--- src/core/pcs_pkg.sv ---
// shared types and constants for the fast ethernet coding block
package pcs_pkg;

  localparam int          CLK_MHZ            = 40;
  localparam int          LINE_MHZ           = 125;
  localparam logic [10:0] SCR_SEED           = 11'h7FF;
  localparam int          SCR_PERIOD         = 2047;
  localparam logic [4:0]  DSCR_LOCK_ONES     = 5'h1E;
  localparam logic [6:0]  FEF_ONES           = 7'h54;
  localparam logic [2:0]  BIT_CNT_LAST       = 3'h4;
  localparam logic [2:0]  BIT_CNT_RST        = 3'h0;
  localparam logic [4:0]  SYM_IDLE           = 5'h1F;
  localparam logic [4:0]  SYM_J              = 5'h18;
  localparam logic [4:0]  SYM_K              = 5'h11;
  localparam logic [4:0]  SYM_T              = 5'h0D;
  localparam logic [4:0]  SYM_R              = 5'h07;
  localparam logic [1:0]  MLT_ZERO_RST       = 2'h0;

  // decoded signal-detect levels
  typedef enum logic [1:0] {
    SD_NONE     = 2'b00,
    SD_NO_LIGHT = 2'b01,
    SD_LIGHT    = 2'b11
  } sd_e;

  // mlt3 line level, two bits: 00 zero, 01 plus, 11 minus
  typedef enum logic [1:0] {
    MLT_ZERO  = 2'b00,
    MLT_PLUS  = 2'b01,
    MLT_MINUS = 2'b11
  } mlt_e;

  typedef enum logic [1:0] {
    TX_IDLE = 2'b00,
    TX_SSD  = 2'b01,
    TX_DATA = 2'b11,
    TX_ESD  = 2'b10
  } txst_e;

  typedef struct packed {
    logic       en;
    logic       er;
    logic [3:0] d;
  } mii_s;

  typedef struct packed {
    logic       line_bit;
    mlt_e       line_mlt;
  } line_s;

  function automatic logic [4:0] enc4b5b(input logic [3:0] n);
    logic [4:0] s;
    s = SYM_IDLE;
    case (n)
      4'h0: s = 5'h1E;
      4'h1: s = 5'h09;
      4'h2: s = 5'h14;
      4'h3: s = 5'h15;
      4'h4: s = 5'h0A;
      4'h5: s = 5'h0B;
      4'h6: s = 5'h0E;
      4'h7: s = 5'h0F;
      4'h8: s = 5'h12;
      4'h9: s = 5'h13;
      4'hA: s = 5'h16;
      4'hB: s = 5'h17;
      4'hC: s = 5'h1A;
      4'hD: s = 5'h1B;
      4'hE: s = 5'h1C;
      default: s = 5'h1D;
    endcase
    return s;
  endfunction

  function automatic logic [4:0] dec5b4b(input logic [4:0] s);
    logic [4:0] r;
    r = 5'h10;
    case (s)
      5'h1E: r = 5'h00;
      5'h09: r = 5'h01;
      5'h14: r = 5'h02;
      5'h15: r = 5'h03;
      5'h0A: r = 5'h04;
      5'h0B: r = 5'h05;
      5'h0E: r = 5'h06;
      5'h0F: r = 5'h07;
      5'h12: r = 5'h08;
      5'h13: r = 5'h09;
      5'h16: r = 5'h0A;
      5'h17: r = 5'h0B;
      5'h1A: r = 5'h0C;
      5'h1B: r = 5'h0D;
      5'h1C: r = 5'h0E;
      5'h1D: r = 5'h0F;
      default: r = 5'h10;
    endcase
    return r;
  endfunction

endpackage

--- src/core/skid_buffer.sv ---
// two-entry buffer with valid/ready on both sides
`timescale 1ns/10ps
module skid_buffer
  import pcs_pkg::*;
(
  input  wire logic clk,
  input  wire logic rst,
  input  wire mii_s in_data,
  input  wire logic in_valid,
  output logic      in_ready,
  output mii_s      out_data,
  output logic      out_valid,
  input  wire logic out_ready
);

  typedef struct packed {
    mii_s [1:0] mem;
    logic       wp;
    logic       rp;
    logic [1:0] cnt;
    logic       rdy;
  } st_s;

  st_s s_q, s_d;
  logic push, pop;

  always_comb begin
    // ready is a flop so the port carries no logic; push follows it exactly
    push = in_valid && s_q.rdy;
    pop  = out_ready && (s_q.cnt != 2'h0);
    s_d  = s_q;
    if (push) begin
      s_d.mem[s_q.wp] = in_data;
      s_d.wp          = ~s_q.wp;
    end
    if (pop) begin
      s_d.rp = ~s_q.rp;
    end
    s_d.cnt = s_q.cnt + {1'b0, push} - {1'b0, pop};
    s_d.rdy = (s_d.cnt != 2'h2);
  end

  always_ff @(posedge clk or posedge rst) begin
    if (rst) begin
      s_q <= '0;
    end else begin
      s_q <= s_d;
    end
  end

  assign in_ready  = s_q.rdy;
  assign out_valid = (s_q.cnt != 2'h0);
  assign out_data  = s_q.mem[s_q.rp];

endmodule

--- src/core/pcs_coding.sv ---
// fast ethernet line coding for copper and fiber port
// Operation
// - copper transmit runs 4b5b, serialize, scramble, nrzi, then mlt3 in that order.
// - mac nibbles are 4b5b coded first, then each symbol becomes a serial bit stream, one bit per line-rate tick.
// - receive undoes mlt3, recovers bits, undoes nrzi, descrambles, deserializes, and decodes.
// - receive timing follows the local line tick, with no timing recovery, and nrzi-to-nrz uses that same tick.
// - transmit scrambling uses an eleven-bit lfsr and is applied in copper mode only.
// - the sequence repeats every 2047 bits and the receiver uses the same sequence.
// - in fiber mode scrambler, descrambler, mlt3 encode and decode are bypassed.
// - in fiber mode auto-negotiation is skipped and pair crossover is off.
// - signal detect is decoded as no fiber, fiber without light, fiber with light.
// - fiber mode without light declares a far-end fault.
// - during a fault, idle gaps carry 84 ones followed by one zero.
// - fault handling is on after reset and either of two control bits disables it.
`timescale 1ns/10ps
module pcs_coding
  import pcs_pkg::*;
(
  input  wire logic clk,
  input  wire logic rst,
  input  wire logic line_tick,
  input  wire mii_s tx_mii,
  input  wire logic tx_valid,
  output logic      tx_ready,
  input  wire logic [1:0] fiber_signal_detect,
  input  wire logic fef_disable_basic,
  input  wire logic fef_disable_ctrl4,
  output logic      tx_line_bit,
  output mlt_e      tx_line_mlt,
  input  wire logic rx_line_bit,
  input  wire mlt_e rx_line_mlt,
  output mii_s      rx_mii,
  output logic      rx_nib_valid,
  output logic      far_end_fault_indication,
  output logic      fiber_mode,
  output logic      autoneg_enable,
  output logic      crossover_enable
);

  typedef struct packed {
    logic [1:0]  sd_m;
    sd_e         sd;
    logic [1:0]  dis_m;
    logic [1:0]  dis;
    logic        tx_ln_m;
    logic        tx_ln;
    mlt_e        rx_m_m;
    mlt_e        rx_m;
    logic        tick_m;
    logic        tick;
    txst_e       txst;
    logic [4:0]  tsym;
    logic [2:0]  tcnt;
    logic [10:0] tlfsr;
    logic        nrzi;
    mlt_e        mlt;
    logic        mlt_up;
    logic [6:0]  fcnt;
    logic        fef_on;
    logic        tx_bit_o;
    mlt_e        tx_mlt_o;
    logic        rx_prev;
    mlt_e        rx_mprev;
    logic [10:0] rlfsr;
    logic [9:0]  rsh;
    logic        rsync;
    logic [2:0]  rcnt;
    mii_s        rx_o;
    logic        rx_v;
    logic        fef_o;
    logic        fib_o;
    logic        an_o;
    logic        xo_o;
    logic        dlock;
    logic [4:0]  dcnt;
  } st_s;

  st_s  s_q, s_d;
  mii_s b_data;
  logic b_valid;
  logic b_ready;

  skid_buffer u_buf (
    .clk       (clk),
    .rst       (rst),
    .in_data   (tx_mii),
    .in_valid  (tx_valid),
    .in_ready  (tx_ready),
    .out_data  (b_data),
    .out_valid (b_valid),
    .out_ready (b_ready)
  );

  logic       fib;
  logic       fef_now;
  logic       sbit;
  logic       cbit;
  logic       rnrz;
  logic       rsc;
  logic [4:0] rdec;
  logic [9:0] rsh_n;
  logic       dmask;

  always_comb begin
    s_d     = s_q;
    // two flops on every detect, disable, line and tick input, stage one read only by stage two
    s_d.sd_m    = fiber_signal_detect;
    s_d.sd      = sd_e'(s_q.sd_m);
    s_d.dis_m   = {fef_disable_ctrl4, fef_disable_basic};
    s_d.dis     = s_q.dis_m;
    s_d.tx_ln_m = rx_line_bit;
    s_d.tx_ln   = s_q.tx_ln_m;
    s_d.rx_m_m  = rx_line_mlt;
    s_d.rx_m    = s_q.rx_m_m;
    s_d.tick_m  = line_tick;
    s_d.tick    = s_q.tick_m;
    fib     = (s_q.sd != SD_NONE);
    fef_now = (s_q.sd == SD_NO_LIGHT) && (s_q.dis == 2'b00);
    s_d.fef_o = fef_now;
    s_d.fib_o = fib;
    s_d.an_o  = ~fib;
    s_d.xo_o  = ~fib;
    b_ready = 1'b0;
    sbit    = 1'b0;
    cbit    = 1'b0;
    dmask   = 1'b0;
    rnrz    = 1'b0;
    rsc     = 1'b0;
    rdec    = 5'h10;
    rsh_n   = s_q.rsh;
    if (s_q.tick) begin
      // serialize current symbol, msb first
      cbit = s_q.tsym[4];
      if (s_q.fef_on && (s_q.txst == TX_IDLE)) begin
        // fault pattern replaces idle, 84 ones then a zero
        cbit = (s_q.fcnt != FEF_ONES);
        s_d.fcnt = (s_q.fcnt == FEF_ONES) ? 7'h00 : s_q.fcnt + 7'h01;
      end else begin
        s_d.fcnt = 7'h00;
      end
      // scrambler x^11+x^9+1
      s_d.tlfsr = {s_q.tlfsr[9:0], s_q.tlfsr[10] ^ s_q.tlfsr[8]};
      sbit      = fib ? cbit : cbit ^ s_q.tlfsr[10];
      s_d.nrzi  = s_q.nrzi ^ sbit;
      s_d.mlt_up = s_q.mlt_up;
      if (sbit && !fib) begin
        // mlt3 steps 0,-,0,+ on each one
        if (s_q.mlt != MLT_ZERO) begin
          s_d.mlt = MLT_ZERO;
        end else begin
          s_d.mlt    = s_q.mlt_up ? MLT_PLUS : MLT_MINUS;
          s_d.mlt_up = ~s_q.mlt_up;
        end
      end
      s_d.tx_bit_o = s_d.nrzi;
      s_d.tx_mlt_o = fib ? MLT_ZERO : s_q.mlt;
      s_d.tsym     = {s_q.tsym[3:0], 1'b1};
      s_d.tcnt     = s_q.tcnt + 3'h1;
      if (s_q.tcnt == BIT_CNT_LAST) begin
        s_d.tcnt = BIT_CNT_RST;
        b_ready  = (s_q.txst == TX_DATA) || (s_q.txst == TX_IDLE);
        case (s_q.txst)
          TX_IDLE: begin
            s_d.tsym = SYM_IDLE;
            if (b_valid && b_data.en) begin
              s_d.tsym = SYM_J;
              s_d.txst = TX_SSD;
              b_ready  = 1'b0;
            end
          end
          TX_SSD: begin
            s_d.tsym = SYM_K;
            s_d.txst = TX_DATA;
          end
          TX_DATA: begin
            if (b_valid && b_data.en) begin
              s_d.tsym = b_data.er ? 5'h04 : enc4b5b(b_data.d);
            end else begin
              s_d.tsym = SYM_T;
              s_d.txst = TX_ESD;
            end
          end
          default: begin
            s_d.tsym = SYM_R;
            s_d.txst = TX_IDLE;
          end
        endcase
      end
      // receive: mlt3 level change gives nrzi one; fiber takes the bit pin
      s_d.rx_mprev = s_q.rx_m;
      s_d.rx_prev  = s_q.tx_ln;
      rnrz = fib ? (s_q.tx_ln ^ s_q.rx_prev)
                 : (s_q.rx_m != s_q.rx_mprev);
      // descrambler holds the last eleven masks, next mask is [10]^[8]
      dmask     = s_q.rlfsr[10] ^ s_q.rlfsr[8];
      rsc       = fib ? rnrz : rnrz ^ dmask;
      s_d.rlfsr = {s_q.rlfsr[9:0], dmask};
      // load from idle ones only until locked, frame zeros would spoil it
      if (fib) begin
        s_d.dlock = 1'b0;
        s_d.dcnt  = 5'h00;
      end else if (!s_q.dlock) begin
        s_d.rlfsr = {s_q.rlfsr[9:0], ~rnrz};
        s_d.dcnt  = rsc ? s_q.dcnt + 5'h01 : 5'h00;
        s_d.dlock = (s_q.dcnt == DSCR_LOCK_ONES);
      end
      rsh_n   = {s_q.rsh[8:0], rsc};
      s_d.rsh = rsh_n;
      s_d.rx_v = 1'b0;
      s_d.rcnt = s_q.rcnt + 3'h1;
      if (!s_q.rsync) begin
        if ((rsh_n == {SYM_J, SYM_K}) && (fib || s_q.dlock)) begin
          s_d.rsync = 1'b1;
          s_d.rcnt  = BIT_CNT_RST;
        end
      end else if (s_q.rcnt == BIT_CNT_LAST) begin
        s_d.rcnt = BIT_CNT_RST;
        rdec     = dec5b4b(rsh_n[4:0]);
        if (rdec[4]) begin
          s_d.rsync   = 1'b0;
          s_d.rx_o.en = 1'b0;
          s_d.rx_o.er = (rsh_n[4:0] != SYM_T);
        end else begin
          s_d.rx_o.en = 1'b1;
          s_d.rx_o.er = 1'b0;
          s_d.rx_o.d  = rdec[3:0];
          s_d.rx_v    = 1'b1;
        end
      end
    end else begin
      s_d.rx_v = 1'b0;
    end
    s_d.fef_on = fef_now;
  end

  always_ff @(posedge clk or posedge rst) begin
    if (rst) begin
      s_q       <= '0;
      s_q.tsym  <= SYM_IDLE;
      s_q.tlfsr <= SCR_SEED;
      s_q.rlfsr <= SCR_SEED;
      s_q.an_o  <= 1'b1;
      s_q.xo_o  <= 1'b1;
    end else begin
      s_q <= s_d;
    end
  end

  assign tx_line_bit              = s_q.tx_bit_o;
  assign tx_line_mlt              = s_q.tx_mlt_o;
  assign rx_mii                   = s_q.rx_o;
  assign rx_nib_valid             = s_q.rx_v;
  assign far_end_fault_indication = s_q.fef_o;
  assign fiber_mode               = s_q.fib_o;
  assign autoneg_enable           = s_q.an_o;
  assign crossover_enable         = s_q.xo_o;

endmodule

--- config.mk ---
export PLATFORM = sky130hd
export DESIGN_NAME = pcs_coding
export DESIGN_NICKNAME = d
export VERILOG_FILES = /design/src/core/pcs_pkg.sv /design/src/core/skid_buffer.sv /design/src/core/pcs_coding.sv
export SDC_FILE = /design/constraint.sdc
export NUM_CORES = 1
export LEC_CHECK = 0
export ABC_AREA = 1
export BUFFER_PORTS_ARGS = -buffer_cell sky130_fd_sc_hd__clkbuf_2
export CORE_MARGIN = 5
export CORE_UTILIZATION = 34
export CTS_CLUSTER_SIZE = 40
export DETAILED_ROUTE_END_ITERATION = 8
export PLACE_DENSITY = 0.49
export SYNTH_ARGS = -nofsm -noshare
export SYNTH_HDL_FRONTEND = slang
export SYNTH_HIERARCHICAL = 1
export SYNTH_SLANG_ARGS = --single-unit
--- constraint.sdc ---
create_clock -name clk -period 3.2 [get_ports clk]
set_input_delay 0.48 -clock clk [delete_from_list [all_inputs] [get_ports clk]]
set_output_delay 0.48 -clock clk [all_outputs]
set_load 0.01 [all_outputs]
==> results.txt <==
----------------------------------------------------
[Status]
  Run status ... complete, no violations

[Yosys]
  Biggest area contributors in the synthesized netlist ... sky130_fd_sc_hd__dfrtp_1 (40%), sky130_fd_sc_hd__dfstp_2 (14%), sky130_fd_sc_hd__nand2_1 (13%), sky130_fd_sc_hd__inv_1 (4.0%), sky130_fd_sc_hd__o21ai_0 (3.3%)
  Number of unique standard cell types used by synthesis ... 48
  Yosys warning count ... 6
  Number of instances in the synthesized netlist ... 559
  Most used standard cells in the synthesized netlist ... sky130_fd_sc_hd__nand2_1 (179), sky130_fd_sc_hd__dfrtp_1 (82), sky130_fd_sc_hd__inv_1 (55)
  Fraction of synthesized cell area taken by the top area cell type ... 39.8%
  Post-synthesis area per instance ... 9.23 µm²
  Sequential fraction of the synthesis area ... 54.0%
  Cell area after technology mapping ... 5160 µm²
  Number of enable flip-flop cells after synthesis ... 0
  Ys async rst share ... 100%
  Cell with the most instances after synthesis ... sky130_fd_sc_hd__nand2_1
  Top_reg_cell synth ... sky130_fd_sc_hd__dfrtp_1
  Flop and latch count out of synthesis ... 110
  Synthesized Nets ... 589
  Post-synthesis cell type with the largest combined area ... sky130_fd_sc_hd__dfrtp_1

[Clock network]
  Number of levels the H-tree was split into ... 3
  Deepest clock path buffer count ... 2
  CTS sink count ... 110
  Number of CTS-inserted buffers ... 9
  Buffer count from post-CTS setup fixing ... 0
  TritonCTS clock tree ... built
  Clock-pin slew on the worst setup and hold paths ... 0.08 ns
  Buffer cell driving the clock tree root ... sky130_fd_sc_hd__clkbuf_16
  Clk_lat worst skew ... 0.35 ns

[Setup path]
  Kind of launch point of the worst setup path ... register
  Required time at the endpoint of the critical path ... 3.45 ns
  Launching point of the worst reg2reg path ... u_buf/s_q[3]$_DFFE_PP0P_
  Critical path data arrival time ... 2.56 ns
  Element type at the critical path end ... register
  Reg2Reg Depth ... 15
  Kind of critical path ... reg2reg
  Critical R2R Capture ... u_buf/in_ready$_DFF_PP0_
  Worst Path Max Fanout ... 8
  Reg2Reg Setup Slack ... 0.89 ns

[Route]
  Vias ... 3,565
  Detailed-route wire length per cell ... 11.8 µm
  Drt first pass iters ... 4
  Wire length after detailed routing ... 9.15 mm
  Post-DRT Antenna Nets ... 0
  Via-per-instance ratio ... 4.61
  DRC marker count from the first detailed-route iteration ... 193
  DRC viols ... 0

[Placed design]
  Half-perimeter wire length after detailed placement ... 6.19 mm
  Setup Slack @ Placement ... 0.869 ns
  RePlAce Congestion ... 0.777
  Number of buffers inserted by port buffering ... 31

[Floorplan]
  Starting density of the core ... 34.3%
  I/O pin count ... 32
  Die width ... 133 µm
  Core Footprint ... 15,000 µm²
  Total die area ... 17,700 µm²
  Die Ht ... 133 µm
  Row count ... 45

[Hold path]
  Critical hold path startpoint ... fef_disable_basic
  Endpoint with the worst hold slack ... s_d[89]$_DFF_PP0_
  Worst hold path class ... in2reg
  Worst Hold Path Cells ... 1

[Final layout]
  Antenna Diode Count ... 0
  Layout cells sized above 1 ... 22.4%
  Net count of the finished layout ... 610
  Area growth from synthesis to layout ... 10.9%
  Final-layout fill cell count ... 1,501

[STA]
  Layout Skew ... 0.0107 ns
  Highest clock rate ... 0.433 GHz
  Final critical delay including setup and external delays ... 2.31 ns
  Count of endpoints failing hold in the final timing report ... 0
  Number of endpoints failing setup at the final stage ... 0
  RSZ-0062 raised after global routing ... no
  Setup WS post-layout ... 0.890 ns
  Final Slew Violations ... 0
  Worst-case headroom to the max-slew limit ... 53.6%
  Slew of the pin with the lowest slew margin ... 0.696 ns
  Accumulated negative setup slack ... 0 ns
  Final cycle utilization of the critical path ... 72.2%

[Pwr]
  Leakage power figure ... 0.00275 µW
  Pwr dens ... 678 nW/µm²
  Post-route total power ... 3880 µW
  Maximum ir drop on the vdd rail ... 0.000415 V

[Global routing]
  Maximum number of pins on one net before global-route repair ... 92
  All-Layer GR Usage ... 11.3%
  Antenna violations before repair ... 0
  First-pass GRT wire length ... 16.5 mm
  Gr ovfl total ... 0
  Number of global-route vias before repair ... 3,536

[Run]
  MaxCap Viol Count ... 0

----------------------------------------------------
## report_power, final
group	switching (µW)	total (µW)	internal (µW)
Sequential	192	1870	1680
Clock	533	1080	542
Combinational	585	930	345
## critical path, cell delays in order (launching register included)
cell	delay, ns
sky130_fd_sc_hd__dfrtp_1	0.45
sky130_fd_sc_hd__inv_1	0.15
sky130_fd_sc_hd__nand2_1	0.08
sky130_fd_sc_hd__nand2_1	0.05
sky130_fd_sc_hd__nand2_1	0.17
sky130_fd_sc_hd__a21oi_1	0.10
sky130_fd_sc_hd__nor3_1	0.21
sky130_fd_sc_hd__o21a_1	0.19
sky130_fd_sc_hd__ha_1	0.23
sky130_fd_sc_hd__inv_1	0.06
sky130_fd_sc_hd__ha_1	0.19
sky130_fd_sc_hd__inv_1	0.07
sky130_fd_sc_hd__nand2_1	0.08
sky130_fd_sc_hd__nand2_1	0.06
sky130_fd_sc_hd__nand2_1	0.05
sky130_fd_sc_hd__nand3_1	0.06
## cell type report
type	instances	area (µm²)	share of cell area, %
Clock buffer	10	229	4.00
Clock inverter	6	51.3	0.897
Inverter	63	240	4.20
Multi-Input combinational cell	361	1970	34.5
Sequential cell	110	2790	48.8
Tap cell	188	235	4.11
Timing Repair Buffer	35	200	3.50
## metrics by stage
| step | util, % | area (µm²) | hold slack, ns | cells |
|---|---|---|---|---|
| 3_3_place_gp | 36.1 | 5430 | 0.335 | 756 |
| 4_1_cts | 38.0 | 5720 | 0.207 | 773 |
| 5_1_grt | 38.0 | 5720 | 0.205 | 773 |
| 3_5_place_dp | 36.1 | 5430 | 0.335 | 756 |
| 6_report | 38.0 | 5720 | 0.226 | 773 |
| 2_1_floorplan | - | 5160 | 0.331 | 559 |
## per-layer routing
metal  global-route usage [%]  up-vias  share of wire (%)
met5                        0        -                  0
met4                     3.09        0                1.2
met3                     3.89        7                4.2
met2                     17.9       46                 47
met1                     14.7     1691                 48
li1                         -     1821                  -
## cells by family after synthesis
| kind of cell | count (synthesis) | share of synthesized area (%) |
|---|---|---|
| adders and majority gates | 13 | 3.15 |
| buffers and inverters | 88 | 7.69 |
| AOI/OAI and AO/OA | 91 | 11.4 |
| and+or+nand+nor | 249 | 22.4 |
| DFF | 110 | 54.0 |
| xor gates and xnor gates | 8 | 1.36 |
## cell usage in the layout, fill, tap and decap left out, drive strengths merged, types with 2 or more instances in the layout
master / n
nand2: 185
dfrtp: 82
inv: 66
o21ai: 56
clkbuf: 41
dfstp: 28
nand3: 28
a21oi: 18
nor2: 17
ha: 13
nor3: 8
xor2: 5
nand4: 4
o211ai: 4
xnor2: 3
a31oi: 3
o22ai: 3
buf: 3
o31ai: 2
clkinv: 2
## sequential cells by signal, indices dropped and copies added (netlist names), 2 cells and up
register,count
tx_line_mlt,2
u_buf/s_q,16
rx_mii,6
s_d,8
s_q,72
## worst max-delay path by stage
stage | start | end | slack (ns) | cells after the start
2_1_floorplan | rst | far_end_fault_indication$_DFF_PP0_ | 0.35 | 1
3_3_place_gp | u_buf/s_q[3]$_DFFE_PP0P_ | u_buf/in_ready$_DFF_PP0_ | 0.98 | 15
3_5_place_dp | u_buf/s_q[3]$_DFFE_PP0P_ | u_buf/in_ready$_DFF_PP0_ | 0.87 | 15
4_1_cts | u_buf/s_q[3]$_DFFE_PP0P_ | u_buf/in_ready$_DFF_PP0_ | 0.84 | 15
5_1_grt | u_buf/s_q[3]$_DFFE_PP0P_ | u_buf/in_ready$_DFF_PP0_ | 0.64 | 15
6_report | u_buf/s_q[3]$_DFFE_PP0P_ | u_buf/in_ready$_DFF_PP0_ | 0.89 | 15
## what timing repair did
| item | CTS | global route |
|---|---|---|
| setup endpoints to repair | 0 | 0 |
| hold buffers | 1 | 0 |
| hold endpoints to repair | 2 | 0 |
| resized for setup | 0 | 0 |
Note: power is estimated with default switching activity, not from simulation.
